File: config.mk
export PLATFORM = sky130hd
export DESIGN_NAME = sgw_top
export DESIGN_NICKNAME = d
export VERILOG_FILES = /design/src/rtl/sgw_tick.v /design/src/rtl/sgw_top.v
export VERILOG_INCLUDE_DIRS = /design/src /design/src/rtl
export SDC_FILE = /design/constraint.sdc
export NUM_CORES = 1
export LEC_CHECK = 0
export CAP_MARGIN = 40
export CORE_ASPECT_RATIO = 0.8
export CORE_MARGIN = 3
export CORE_UTILIZATION = 29
export DETAILED_ROUTE_END_ITERATION = 8
export DONT_BUFFER_PORTS = 1
export SKIP_CTS_REPAIR_TIMING = 1
export SKIP_LAST_GASP = 1
export SYNTH_ARGS = -nofsm -noshare
export SYNTH_HDL_FRONTEND = slang
export SYNTH_HIERARCHICAL = 1
export SYNTH_SLANG_ARGS = --single-unit
File: constraint.sdc
create_clock -name CORE_CLK_I -period 6.7 [get_ports CORE_CLK_I]
set_clock_uncertainty 0.15 [all_clocks]
set_input_delay 0.335 -clock CORE_CLK_I [delete_from_list [all_inputs] [get_ports CORE_CLK_I]]
set_output_delay 0.335 -clock CORE_CLK_I [all_outputs]
set_load 0.02 [all_outputs]
File: src/rtl/sgw_map.vh
// constants for the configuration port, general port and watchdog
// included by the top-level design file; definitions only
`ifndef SGW_MAP_VH
`define SGW_MAP_VH

// host i/o addresses
`define SGW_IDX_ADDR_A     16'h002E
`define SGW_IDX_ADDR_B     16'h004E
`define SGW_DAT_ADDR_A     16'h002F
`define SGW_DAT_ADDR_B     16'h004F
`define SGW_WDT_UNIT_ADDR  16'h0300
`define SGW_WDT_CNT_ADDR   16'h0301

// configuration keys
`define SGW_KEY_ENTER_A    8'h87
`define SGW_KEY_ENTER_B    8'h77
`define SGW_KEY_EXIT       8'hAA

// configuration register indices
`define SGW_IDX_LDN        8'h07
`define SGW_IDX_ACTIVATE   8'h30
`define SGW_IDX_DIR        8'hF0
`define SGW_IDX_DATA       8'hF1
`define SGW_IDX_INV        8'hF2
`define SGW_LDN_GPIO       8'h07
`define SGW_LDN_WDT        8'h08

// reset values
`define SGW_DIR_RST        8'hFF
`define SGW_DATA_RST       8'h00
`define SGW_INV_RST        8'h00

// watchdog unit codes
`define SGW_UNIT_10MS      8'h00
`define SGW_UNIT_1S        8'h03
`define SGW_UNIT_1MIN      8'h05

// time units in ns and cycles at 10 ns
// 34 bits: one minute of cycles does not fit in 32
`define SGW_CLK_PERIOD_NS  34'h00000000A
`define SGW_T_10MS_NS      34'h000989680
`define SGW_CYC_10MS       (`SGW_T_10MS_NS / `SGW_CLK_PERIOD_NS)
`define SGW_CYC_1S         (34'h000000064 * `SGW_CYC_10MS)
`define SGW_CYC_1MIN       (34'h000001770 * `SGW_CYC_10MS)

`endif

File: src/rtl/sgw_tick.v
// time unit tick generator for the watchdog
// assumes one clock; unit select changes restart the divider
`timescale 1ns/1ps
module sgw_tick #(
   parameter [33:0] CYC_10MS = 34'h0000F4240,
   parameter [33:0] CYC_1S   = 34'h005F5E100,
   parameter [33:0] CYC_1MIN = 34'h165A0BC00
) (
   // clock and reset
   input  wire        clk_i,
   input  wire        rst_i,
   // control
   input  wire        restart_i,
   input  wire [1:0]  unit_sel_i,
   // tick
   output reg         tick_o
);

   reg  [33:0] cnt;
   reg  [33:0] limit;

   always @* begin
      case (unit_sel_i)
         2'd1:    limit = CYC_1S;
         2'd2:    limit = CYC_1MIN;
         default: limit = CYC_10MS;
      endcase
   end

   always @(posedge clk_i) begin
      if (rst_i || restart_i) begin
         cnt    <= 34'h000000000;
         tick_o <= 1'b0;
      end else if (cnt >= limit - 34'h000000001) begin
         cnt    <= 34'h000000000;
         tick_o <= 1'b1;
      end else begin
         cnt    <= cnt + 34'h000000001;
         tick_o <= 1'b0;
      end
   end

endmodule

File: src/rtl/sgw_top.v
// configuration port with general i/o port and watchdog timer
// host i/o cycles arrive as one-cycle strobes synchronous to CORE_CLK_I
// Behaviour
// - each direction bit makes its pin an input when one and an output when zero, reset all ones.
// - data bits of output pins are writable and readable, data register resets to zero.
// - data bits of input pins read the sampled pin level and ignore writes.
// - a set inversion bit inverts the value between pin and data register both ways, reset zero.
// - the write-only index port sits at 2Eh or alternatively at 4Eh.
// - the data port at 2Fh or 4Fh reads and writes the register picked by the index.
// - configuration mode opens only after 87H or 77H is written twice in a row to the index port.
// - writing AAH to the index port leaves configuration mode.
// - index 07H holds the logical device number that steers later data accesses.
// - with device 7 selected, indices F0H, F1H and F2H reach direction, data and inversion.
// - on the alternate index port 77h twice enters configuration mode and AAh leaves it.
// - with device 8 selected, register 30h value 01h enables the watchdog and 00h disables it.
// - a write to 300h picks the time unit (00h 10 ms, 03h 1 s, 05h 1 min) and clears timeout.
// - a write to 301h loads the count in selected units and starts the timer.
// - on expiry the device resets the processor or raises an interrupt as configured.
`timescale 1ns/1ps
`include "sgw_map.vh"
module sgw_top #(
   parameter WIDTH    = 8,
   parameter CYC_10MS = `SGW_CYC_10MS,
   parameter CYC_1S   = `SGW_CYC_1S,
   parameter CYC_1MIN = `SGW_CYC_1MIN
) (
   // clock and reset
   input  wire             CORE_CLK_I,
   input  wire             RST_I,
   // host i/o cycle
   input  wire [15:0]      IO_ADDR_I,
   input  wire [7:0]       IO_WDATA_I,
   input  wire             IO_WR_I,
   input  wire             IO_RD_I,
   output reg  [7:0]       IO_RDATA_O,
   output reg              IO_RVALID_O,
   // general port pins
   input  wire [WIDTH-1:0] GPIO_I,
   output reg  [WIDTH-1:0] GPIO_O,
   output reg  [WIDTH-1:0] GPIO_OE_O,
   // watchdog
   input  wire             WDT_IRQ_MODE_I,
   output reg              WDT_RESET_O,
   output reg              WDT_IRQ_O,
   output reg              WDT_TIMEOUT_O
);

   reg  [7:0]       index;
   reg  [7:0]       logical_device_number;
   reg  [1:0]       key_state;
   reg  [1:0]       next_key_state;
   reg  [7:0]       key_last;
   reg  [WIDTH-1:0] port_direction;
   reg  [WIDTH-1:0] port_data;
   reg  [WIDTH-1:0] port_inversion;
   reg  [WIDTH-1:0] pin_sample;
   reg              wdt_enable;
   reg  [1:0]       unit_sel;
   reg  [7:0]       wdt_count;
   reg              wdt_running;
   reg              tick_restart;
   reg  [7:0]       next_rdata;
   wire             tick;
   wire [WIDTH-1:0] data_view;
   wire             idx_hit;
   wire             dat_hit;
   wire             unit_hit;
   wire             cnt_hit;
   wire             cfg_mode;
   wire             is_enter;
   wire             wr_idx;
   wire             wr_dat;
   wire             wr_unit;
   wire             wr_cnt;
   wire             sel_ldn;
   wire             sel_dir;
   wire             sel_data;
   wire             sel_inv;
   wire             sel_act;
   wire             tick_live;
   wire             expire;

   localparam [1:0] KEY_IDLE = 2'h0;
   localparam [1:0] KEY_ONE  = 2'h1;
   localparam [1:0] KEY_OPEN = 2'h2;

   // both port pairs decode; the key used need not match the pair
   assign idx_hit  = (IO_ADDR_I == `SGW_IDX_ADDR_A) || (IO_ADDR_I == `SGW_IDX_ADDR_B);
   assign dat_hit  = (IO_ADDR_I == `SGW_DAT_ADDR_A) || (IO_ADDR_I == `SGW_DAT_ADDR_B);
   assign unit_hit = (IO_ADDR_I == `SGW_WDT_UNIT_ADDR);
   assign cnt_hit  = (IO_ADDR_I == `SGW_WDT_CNT_ADDR);

   // strobes and register selects for the write path; the read path decodes the index itself
   assign wr_idx   = IO_WR_I && idx_hit;
   assign wr_dat   = IO_WR_I && dat_hit && cfg_mode;
   assign wr_unit  = IO_WR_I && unit_hit;
   assign wr_cnt   = IO_WR_I && cnt_hit;
   assign is_enter = (IO_WDATA_I == `SGW_KEY_ENTER_A) || (IO_WDATA_I == `SGW_KEY_ENTER_B);
   assign sel_ldn  = (index == `SGW_IDX_LDN);
   assign sel_dir  = (logical_device_number == `SGW_LDN_GPIO) && (index == `SGW_IDX_DIR);
   assign sel_data = (logical_device_number == `SGW_LDN_GPIO) && (index == `SGW_IDX_DATA);
   assign sel_inv  = (logical_device_number == `SGW_LDN_GPIO) && (index == `SGW_IDX_INV);
   assign sel_act  = (logical_device_number == `SGW_LDN_WDT) && (index == `SGW_IDX_ACTIVATE);

   // input bits show the pin, output bits show the register
   genvar g;
   generate
      for (g = 0; g < WIDTH; g = g + 1) begin : g_view
         assign data_view[g] = port_direction[g] ? pin_sample[g] : port_data[g];
      end
   endgenerate

   // entry needs the same key twice with no other index write between
   always @* begin
      next_key_state = key_state;
      if (wr_idx) begin
         case (key_state)
            KEY_IDLE: begin
               if (is_enter) begin
                  next_key_state = KEY_ONE;
               end
            end
            KEY_ONE: begin
               if (IO_WDATA_I == key_last) begin
                  next_key_state = KEY_OPEN;
               end else if (!is_enter) begin
                  next_key_state = KEY_IDLE;
               end
            end
            KEY_OPEN: begin
               if (IO_WDATA_I == `SGW_KEY_EXIT) begin
                  next_key_state = KEY_IDLE;
               end
            end
            default: begin
               next_key_state = KEY_IDLE;
            end
         endcase
      end
   end

   always @(posedge CORE_CLK_I) begin
      if (RST_I) begin
         key_state <= KEY_IDLE;
         key_last  <= 8'h00;
      end else begin
         key_state <= next_key_state;
         if (wr_idx && !cfg_mode && is_enter) begin
            key_last <= IO_WDATA_I;
         end
      end
   end

   assign cfg_mode = (key_state == KEY_OPEN);

   // index register, only honoured in configuration mode
   always @(posedge CORE_CLK_I) begin
      if (RST_I) begin
         index <= 8'h00;
      end else if (IO_WR_I && idx_hit && cfg_mode && IO_WDATA_I != `SGW_KEY_EXIT) begin
         index <= IO_WDATA_I;
      end
   end

   // logical device number steers every later data port access except those at index 07h
   always @(posedge CORE_CLK_I) begin
      if (RST_I) begin
         logical_device_number <= 8'h00;
      end else if (wr_dat && sel_ldn) begin
         logical_device_number <= IO_WDATA_I;
      end
   end

   always @(posedge CORE_CLK_I) begin
      if (RST_I) begin
         port_direction <= `SGW_DIR_RST;
      end else if (wr_dat && sel_dir) begin
         port_direction <= IO_WDATA_I[WIDTH-1:0];
      end
   end

   // input bits keep their value; writes only land on outputs
   always @(posedge CORE_CLK_I) begin
      if (RST_I) begin
         port_data <= `SGW_DATA_RST;
      end else if (wr_dat && sel_data) begin
         port_data <= (port_data & port_direction) |
                      (IO_WDATA_I[WIDTH-1:0] & ~port_direction);
      end
   end

   always @(posedge CORE_CLK_I) begin
      if (RST_I) begin
         port_inversion <= `SGW_INV_RST;
      end else if (wr_dat && sel_inv) begin
         port_inversion <= IO_WDATA_I[WIDTH-1:0];
      end
   end

   // the watchdog only counts while its device is active
   always @(posedge CORE_CLK_I) begin
      if (RST_I) begin
         wdt_enable <= 1'b0;
      end else if (wr_dat && sel_act) begin
         wdt_enable <= IO_WDATA_I[0];
      end
   end

   // pins: sample inputs through inversion, drive outputs through inversion
   always @(posedge CORE_CLK_I) begin
      if (RST_I) begin
         pin_sample <= {WIDTH{1'b0}};
         GPIO_O     <= {WIDTH{1'b0}};
         GPIO_OE_O  <= {WIDTH{1'b0}};
      end else begin
         pin_sample <= GPIO_I ^ port_inversion;
         GPIO_O     <= port_data ^ port_inversion;
         GPIO_OE_O  <= ~port_direction;
      end
   end

   // read data
   always @* begin
      next_rdata = 8'hFF;
      if (dat_hit && cfg_mode) begin
         next_rdata = 8'h00;
         if (index == `SGW_IDX_LDN) begin
            next_rdata = logical_device_number;
         end else if (logical_device_number == `SGW_LDN_GPIO && index == `SGW_IDX_DIR) begin
            next_rdata[WIDTH-1:0] = port_direction;
         end else if (logical_device_number == `SGW_LDN_GPIO && index == `SGW_IDX_DATA) begin
            next_rdata[WIDTH-1:0] = data_view;
         end else if (logical_device_number == `SGW_LDN_GPIO && index == `SGW_IDX_INV) begin
            next_rdata[WIDTH-1:0] = port_inversion;
         end else if (logical_device_number == `SGW_LDN_WDT && index == `SGW_IDX_ACTIVATE) begin
            next_rdata = {7'h00, wdt_enable};
         end
      end else if (cnt_hit) begin
         next_rdata = wdt_count;
      end else if (unit_hit) begin
         next_rdata = {WDT_TIMEOUT_O, 5'h00, unit_sel};
      end
   end

   always @(posedge CORE_CLK_I) begin
      if (RST_I) begin
         IO_RDATA_O  <= 8'h00;
         IO_RVALID_O <= 1'b0;
      end else begin
         IO_RVALID_O <= IO_RD_I;
         if (IO_RD_I) begin
            IO_RDATA_O <= next_rdata;
         end
      end
   end

   // a tick launched before the divider restart must not count
   assign tick_live = tick && !tick_restart;
   assign expire    = wdt_enable && wdt_running && tick_live &&
                      (wdt_count == 8'h01) && !wr_cnt;

   // unit select
   always @(posedge CORE_CLK_I) begin
      if (RST_I) begin
         unit_sel <= 2'd0;
      end else if (wr_unit) begin
         case (IO_WDATA_I)
            `SGW_UNIT_1S:   unit_sel <= 2'd1;
            `SGW_UNIT_1MIN: unit_sel <= 2'd2;
            default:        unit_sel <= 2'd0;
         endcase
      end
   end

   // unit and count writes both restart the divider
   always @(posedge CORE_CLK_I) begin
      if (RST_I) begin
         tick_restart <= 1'b1;
      end else begin
         tick_restart <= wr_unit || wr_cnt;
      end
   end

   // count reloads on every count write
   always @(posedge CORE_CLK_I) begin
      if (RST_I) begin
         wdt_count   <= 8'h00;
         wdt_running <= 1'b0;
      end else if (wr_cnt) begin
         wdt_count   <= IO_WDATA_I;
         wdt_running <= (IO_WDATA_I != 8'h00);
      end else if (!wdt_enable) begin
         wdt_running <= 1'b0;
      end else if (wdt_running && tick_live) begin
         wdt_count <= wdt_count - 8'h01;
         if (wdt_count == 8'h01) begin
            wdt_running <= 1'b0;
         end
      end
   end

   // expiry wins over a clear in the same cycle
   always @(posedge CORE_CLK_I) begin
      if (RST_I) begin
         WDT_TIMEOUT_O <= 1'b0;
      end else if (expire) begin
         WDT_TIMEOUT_O <= 1'b1;
      end else if (wr_unit) begin
         WDT_TIMEOUT_O <= 1'b0;
      end
   end

   // one pulse per expiry, routed by the mode input
   always @(posedge CORE_CLK_I) begin
      if (RST_I) begin
         WDT_RESET_O <= 1'b0;
         WDT_IRQ_O   <= 1'b0;
      end else begin
         WDT_RESET_O <= 1'b0;
         WDT_IRQ_O   <= 1'b0;
         if (expire) begin
            WDT_RESET_O <= !WDT_IRQ_MODE_I;
            WDT_IRQ_O   <= WDT_IRQ_MODE_I;
         end
      end
   end

   sgw_tick #(
      .CYC_10MS (CYC_10MS),
      .CYC_1S   (CYC_1S),
      .CYC_1MIN (CYC_1MIN)
   ) u_tick (
      .clk_i      (CORE_CLK_I),
      .rst_i      (RST_I),
      .restart_i  (tick_restart),
      .unit_sel_i (unit_sel),
      .tick_o     (tick)
   );

endmodule

Yosys cells after proc, flatten, opt, wreduce, memory -nomap -nowiden
Index checks and enable logic that the tools add are counted.
{"block": "totals", "register_bits": 134, "in_bits": 37}
{"block": "classes", "add_sub_neg": 3, "magnitude_cmp": 1, "n_eq_ne": 30, "muxes": 33, "bitwise_logic": 7, "reduce_logical": 44}
{"cell": "$mux 8", "count": 10}
{"cell": "$pmux 33 s2", "count": 1}
{"cell": "$eq 8x8->1 const B", "count": 5}
{"cell": "$add 34x1->34 const B", "count": 1}
{"cell": "$ge 34x34->1", "count": 1}
{"cell": "$sub 33x1->34 const B", "count": 1}
{"cell": "$eq 16x10->1 const B", "count": 2}
{"cell": "$eq 16x6->1 const B", "count": 2}
{"cell": "$eq 16x7->1 const B", "count": 2}
{"cell": "$logic_and 1x1->1", "count": 25}
{"cell": "$eq 8x3->1 const B", "count": 3}
{"cell": "$and 8x8->8", "count": 2}
{"cell": "$mux 1", "count": 16}
{"cell": "$xor 8x8->8", "count": 2}
{"cell": "$eq 8x1->1 const B", "count": 1}
{"cell": "$eq 8x2->1 const B", "count": 1}
{"cell": "$eq 8x4->1 const B", "count": 1}
{"cell": "$eq 8x6->1 const B", "count": 1}
{"cell": "$eq 8x7->1 const B", "count": 1}
{"cell": "$eq 8x8->1", "count": 1}
{"cell": "$mux 2", "count": 4}
{"cell": "$ne 8x8->1 const B", "count": 1}
{"cell": "$not 8->8", "count": 1}
{"cell": "$or 8x8->8", "count": 1}
{"cell": "18 further kinds", "count": 32}

Logic depth before layout (Yosys ltp)
{"block": "depth", "ltp_word": 8, "ltp_mapped": 10, "mapped_depth_nobuf": 9}

Cells and area by module
Netlist, hierarchy kept.
{"module": "sgw_top", "n_inst": 1, "cells_each": 530, "area_each_um2": 4645.7}
{"module": "sgw_tick", "n_inst": 1, "cells_each": 252, "area_each_um2": 2268.4}

Worst setup path after synthesis
No wires, ideal clock.
{"block": "synth_timing", "path_type": "register -> register", "from": "reg unit_sel[0]", "to": "reg u_tick.cnt[10]", "arrival_time_ps": 2205, "required_time_ps": 6420, "slack_ps": 4215, "path_stages_with_launch": 10, "path_buffers": 1, "path_cell_list": "dfxtp_1 > inv_1 > ha_1 > inv_1 > ha_1 > and4_1 > o311ai_2 > a211oi_4 > buf_4 > nor3_1"}
{"block": "synth_between", "elab_chain_len": 5, "word_cells_on_any_way": 6}
{"element": "from (decl)", "line_no": "sgw_top.v:58", "rtl": "reg [1:0] unit_sel;"}
{"element": "from (signal assigned)", "line_no": "sgw_top.v:265", "rtl": "unit_sel <= 2'd0;"}
{"element": "from (signal assigned)", "line_no": "sgw_top.v:268", "rtl": "`SGW_UNIT_1S: unit_sel <= 2'd1;"}
{"element": "from (signal assigned)", "line_no": "sgw_top.v:269", "rtl": "`SGW_UNIT_1MIN: unit_sel <= 2'd2;"}
{"element": "$eq 2x2->1 / $eq 2x1->1 (equally long branches)", "line_no": "sgw_tick.v:23", "rtl": "case (unit_sel_i)"}
{"element": "$pmux 33 s2 *", "line_no": "sgw_tick.v:23"}
{"element": "$sub 33x1->34 *", "line_no": "sgw_tick.v:34", "rtl": "end else if (cnt >= limit - 34'h000000001) begin"}
{"element": "$ge 34x34->1 *", "line_no": "sgw_tick.v:34"}
{"element": "$reduce_or 2->1 (no source line) *"}
{"element": "to (signal assigned)", "line_no": "sgw_tick.v:38", "rtl": "cnt <= cnt + 34'h000000001;"}
{"element": "to (decl)", "line_no": "sgw_tick.v:19", "rtl": "reg [33:0] cnt;"}
Mark *: on every way between the ends. The rest lies on a longest branch, timed or not.
A chain may end at the register's enable or synchronous reset.

Final worst setup path
{"block": "layout_timing", "from": "reg unit_sel[0]", "to": "reg u_tick.cnt[18]"}
The elaborated chain is that of the path after synthesis.

==> metrics list <==
- In this run, synthesis inferred 0 flip-flops with an integrated enable.
* Num CTS Buffers: 17
* Detail Route Antenna Nets: 0
- Count of inserted antenna diode cells: 0
- Post-placement setup slack: 3.52 ns
- For the pin with the worst max-slew slack, the measured transition is about 0.92 ns.
- Die X-Extent: 179 um
* Mean instance size in the synthesized netlist: between 8 and 9 um^2
* Pre-Repair DR Iteration Count: 6
- The net count of the finished layout is ~860.
- In this run, the number of DRC markers left after iteration 0 of detailed routing was between 500 and 600.
- Final WL: between 15000 and 20000 um
- Dividing the detail-routed wire length by the instance count gives 17.6 um.
- Setup violations remaining at the end of the flow were counted as 0.
* Final global-route overflow total: 0
- The smallest clock period supported by the final layout is computed as roughly 3.1 ns.
* Total number of vias: roughly 6000
- Number of synthesized register bits: between 100 and 150
- The die is around 140 um tall.
- The initial antenna violation count is 0.
* Crit path arrival time: between 3 and 4 ns
- In this run the worst setup path terminates at u_tick/cnt[18].
- STA classifies the critical path startpoint as a register.
* Critical path class: register to register
* Skew-Pair Late Insertion Delay: 0.42 ns
* Starting Density: 0.302
- Tracing the worst setup path back leads to its startpoint at unit_sel[0].
- Half-perimeter wire length after detailed placement: about 13000 um
* Final period util: 0.469
* Worst reg2reg path startpoint: unit_sel[0]
- Maximum operating frequency: around 0.32 GHz
- Synthesized instance count: a little under 800
- Post-DR vias/cell: about 5.3
- Hold crit path type: input pin to register
* Final number of hold-violating endpoints: 4
- Entering global routing, the biggest net connects between 90 and 100 pins.
- Final weighted congestion of routability-driven global placement: slightly below 0.9
- Maximum net fanout on the critical path: 23
- Endpoint of the worst-slack reg-to-reg timing path: u_tick/cnt[18]
- Setup TNS: 0 ns
* Most common flop cell mapped by yosys: sky130_fd_sc_hd__dfxtp_1
- # IOs: 65
- The setup check on the worst reg-to-reg path leaves a slack of between 3 and 4 ns.
* Number of warnings reported in the yosys synthesis log: 6
* Share of final-layout standard cells stronger than drive strength 1: 0.0770
* Netlist Area Pre-Place: approximately 6900 um^2
* Number of global-route vias before repair: approximately 5400
- Hold slack final: -0.0116 ns
- Clock transition time at the flip-flop clock pins of the worst setup and hold paths: 0.06 ns
- Setup repair after global routing left no endpoint under its margin.
* Leakage power of the design: roughly 3 nW
- The root buffer cell chosen for the clock tree is sky130_fd_sc_hd__clkbuf_16.
- Endpoint type of the worst setup path: register
- Power spread over the standard cell area amounts to around 220 nW/um^2.
- The core region is between 20000 and 25000 um^2.
* Sequential element share of the synthesized area: 0.388
- The number of pins with negative max-slew slack in the final report came to 0.
- Overall global routing resource usage: 0.148
* Die Footprint: ~26000 um^2
- The number of cells on the worst reg-to-reg path is 9.
- The number of different library cells used by synthesis comes to 66.
* Slew margin rel.: 0.389
- The H-tree generated during clock tree synthesis spans 4 levels.
* Worst vdd ir: around 0.15 mV
- The clock passes through at most 2 buffers.
- Setup ws final: between 3 and 4 ns
- TritonCTS built the clock tree.
- Total of buffers placed on input and output ports: 0
* First-pass GRT wire length: 29700 um
- The flow ran to the end, but the final reports show violations.
- In the synthesized netlist the async set-or-reset flop fraction comes to 0.
- Row Count: between 40 and 50
- Violated checks: hold timing
* Required time of the worst setup path: 6.84 ns
- Syn-to-layout area delta: 15.5%
- Max-cap violation count: 0
* Number of clock sinks: 134
- Number of remaining DRC errors: 0
[how the worst min path moves through the flow]
stage	slack [ns]	cells after the start	start	to
after floorplan	0.26	1	WDT_IRQ_MODE_I	WDT_RESET_O
after global placement	0.26	1	WDT_IRQ_MODE_I	WDT_RESET_O
after detailed placement	0.27	1	WDT_IRQ_MODE_I	WDT_RESET_O
after CTS	-0.17	1	WDT_IRQ_MODE_I	WDT_RESET_O
after global routing	0.005	2	IO_WDATA_I[0]	wdt_enable
final	-0.01	2	IO_WDATA_I[0]	wdt_enable
[layer usage]
metal | part of all wire | routed length, um | GRT usage
met2 | 0.40 | 7920 | 0.209
met1 | 0.49 | 9610 | 0.218
met4 | 0.013 | 259 | 0.0348
met3 | 0.091 | 1790 | 0.0441
met5 | 0 | 0 | 0
[state kept, by name, summed over array words and instances, names as in the netlist, 2 cells and up, named ones only]
signal and flops:
logical_device_number 8, IO_RDATA_O 8, u_tick/cnt 34, unit_sel 2, GPIO_OE_O 8, wdt_count 8, key_state 2, GPIO_O 8
pin_sample 8, port_direction 8, port_inversion 8, index 8, key_last 8
[worst max-delay path, stage by stage, from the launching register on]
cell and delay, ns:
sky130_fd_sc_hd__dfxtp_1 0.39, sky130_fd_sc_hd__inv_1 0.08, sky130_fd_sc_hd__ha_1 0.49, sky130_fd_sc_hd__inv_1 0.12, sky130_fd_sc_hd__ha_1 0.31, sky130_fd_sc_hd__and4_1 0.25
sky130_fd_sc_hd__o311ai_2 0.16, sky130_fd_sc_hd__a211oi_4 0.56, sky130_fd_sc_hd__buf_4 0.38, sky130_fd_sc_hd__nor3_1 0.10
[area by class of cell]
cell class / count / area [um^2]
Multi-Input combinational cell: 580 / 3950
Clock buffer: 18 / 439
Tap cell: 306 / 383
Clock inverter: 14 / 128
Inverter: 30 / 113
Sequential cell: 134 / 2680
Fill cell: 2383 / 14900
Timing Repair Buffer: 29 / 293
[logic make-up after synthesis]
kind of cell,count (synthesis),share of synthesized area
compound gates,121,0.121
buf+inv,72,0.0434
mux,28,0.0405
xor+xnor,63,0.0798
flops,134,0.388
simple gates,329,0.266
fa+ha+maj,34,0.0615
other cells,1,0.000542
[cells in the mapped netlist, types with 15 or more instances]
cell,number,area (um^2)
sky130_fd_sc_hd__dfxtp_1,134,2680
sky130_fd_sc_hd__nor2_1,75,282
sky130_fd_sc_hd__nand2_1,53,199
sky130_fd_sc_hd__nor3_1,43,215
sky130_fd_sc_hd__a21oi_1,42,210
sky130_fd_sc_hd__xor2_1,36,315
sky130_fd_sc_hd__ha_1,34,425
sky130_fd_sc_hd__inv_1,30,113
sky130_fd_sc_hd__mux2i_1,28,280
sky130_fd_sc_hd__clkbuf_1,27,101
sky130_fd_sc_hd__xnor2_1,27,236
sky130_fd_sc_hd__nand4_1,23,144
sky130_fd_sc_hd__nand3_1,20,100
sky130_fd_sc_hd__o21ai_0,20,100
sky130_fd_sc_hd__nand2b_1,15,93.8
[cells in the final DEF, fill, tap and decap left out, types with 11 or more instances in the layout]
master / count
sky130_fd_sc_hd__nor4_1: 11
sky130_fd_sc_hd__xnor2_1: 27
sky130_fd_sc_hd__nor3_1: 43
sky130_fd_sc_hd__nand2b_1: 15
sky130_fd_sc_hd__nand4_1: 23
sky130_fd_sc_hd__inv_1: 30
sky130_fd_sc_hd__nand2_1: 53
sky130_fd_sc_hd__dfxtp_1: 134
sky130_fd_sc_hd__or4_1: 12
sky130_fd_sc_hd__nand3_1: 20
sky130_fd_sc_hd__clkbuf_16: 17
sky130_fd_sc_hd__mux2i_1: 28
sky130_fd_sc_hd__dlygate4sd3_1: 23
sky130_fd_sc_hd__xor2_1: 36
sky130_fd_sc_hd__nor2_1: 75
sky130_fd_sc_hd__o21ai_0: 20
sky130_fd_sc_hd__ha_1: 34
sky130_fd_sc_hd__a21oi_1: 42
[per-stage QoR]
| step | hold slack (ns) | area, um^2 | std cells | utilization | power, mW |
|---|---|---|---|---|---|
| 2_1_floorplan | 0.257 | 6930 | 786 | - | 0.869 |
| 3_5_place_dp | 0.271 | 7160 | 1055 | 0.312 | 0.866 |
| 3_3_place_gp | 0.264 | 7150 | 1054 | 0.312 | 0.866 |
| 6_report | -0.0116 | 7980 | 1111 | 0.348 | 1.77 |
| 4_1_cts | -0.170 | 7730 | 1087 | 0.337 | 1.76 |
| 5_1_grt | 0.00492 | 7980 | 1111 | 0.348 | 1.83 |
[power breakdown]
part	internal [mW]	switching [mW]
Clock	0.522	0.374
Sequential	0.804	0.00987
Combinational	0.0251	0.0369
No activity file was read; power rests on OpenSTA's default activity.
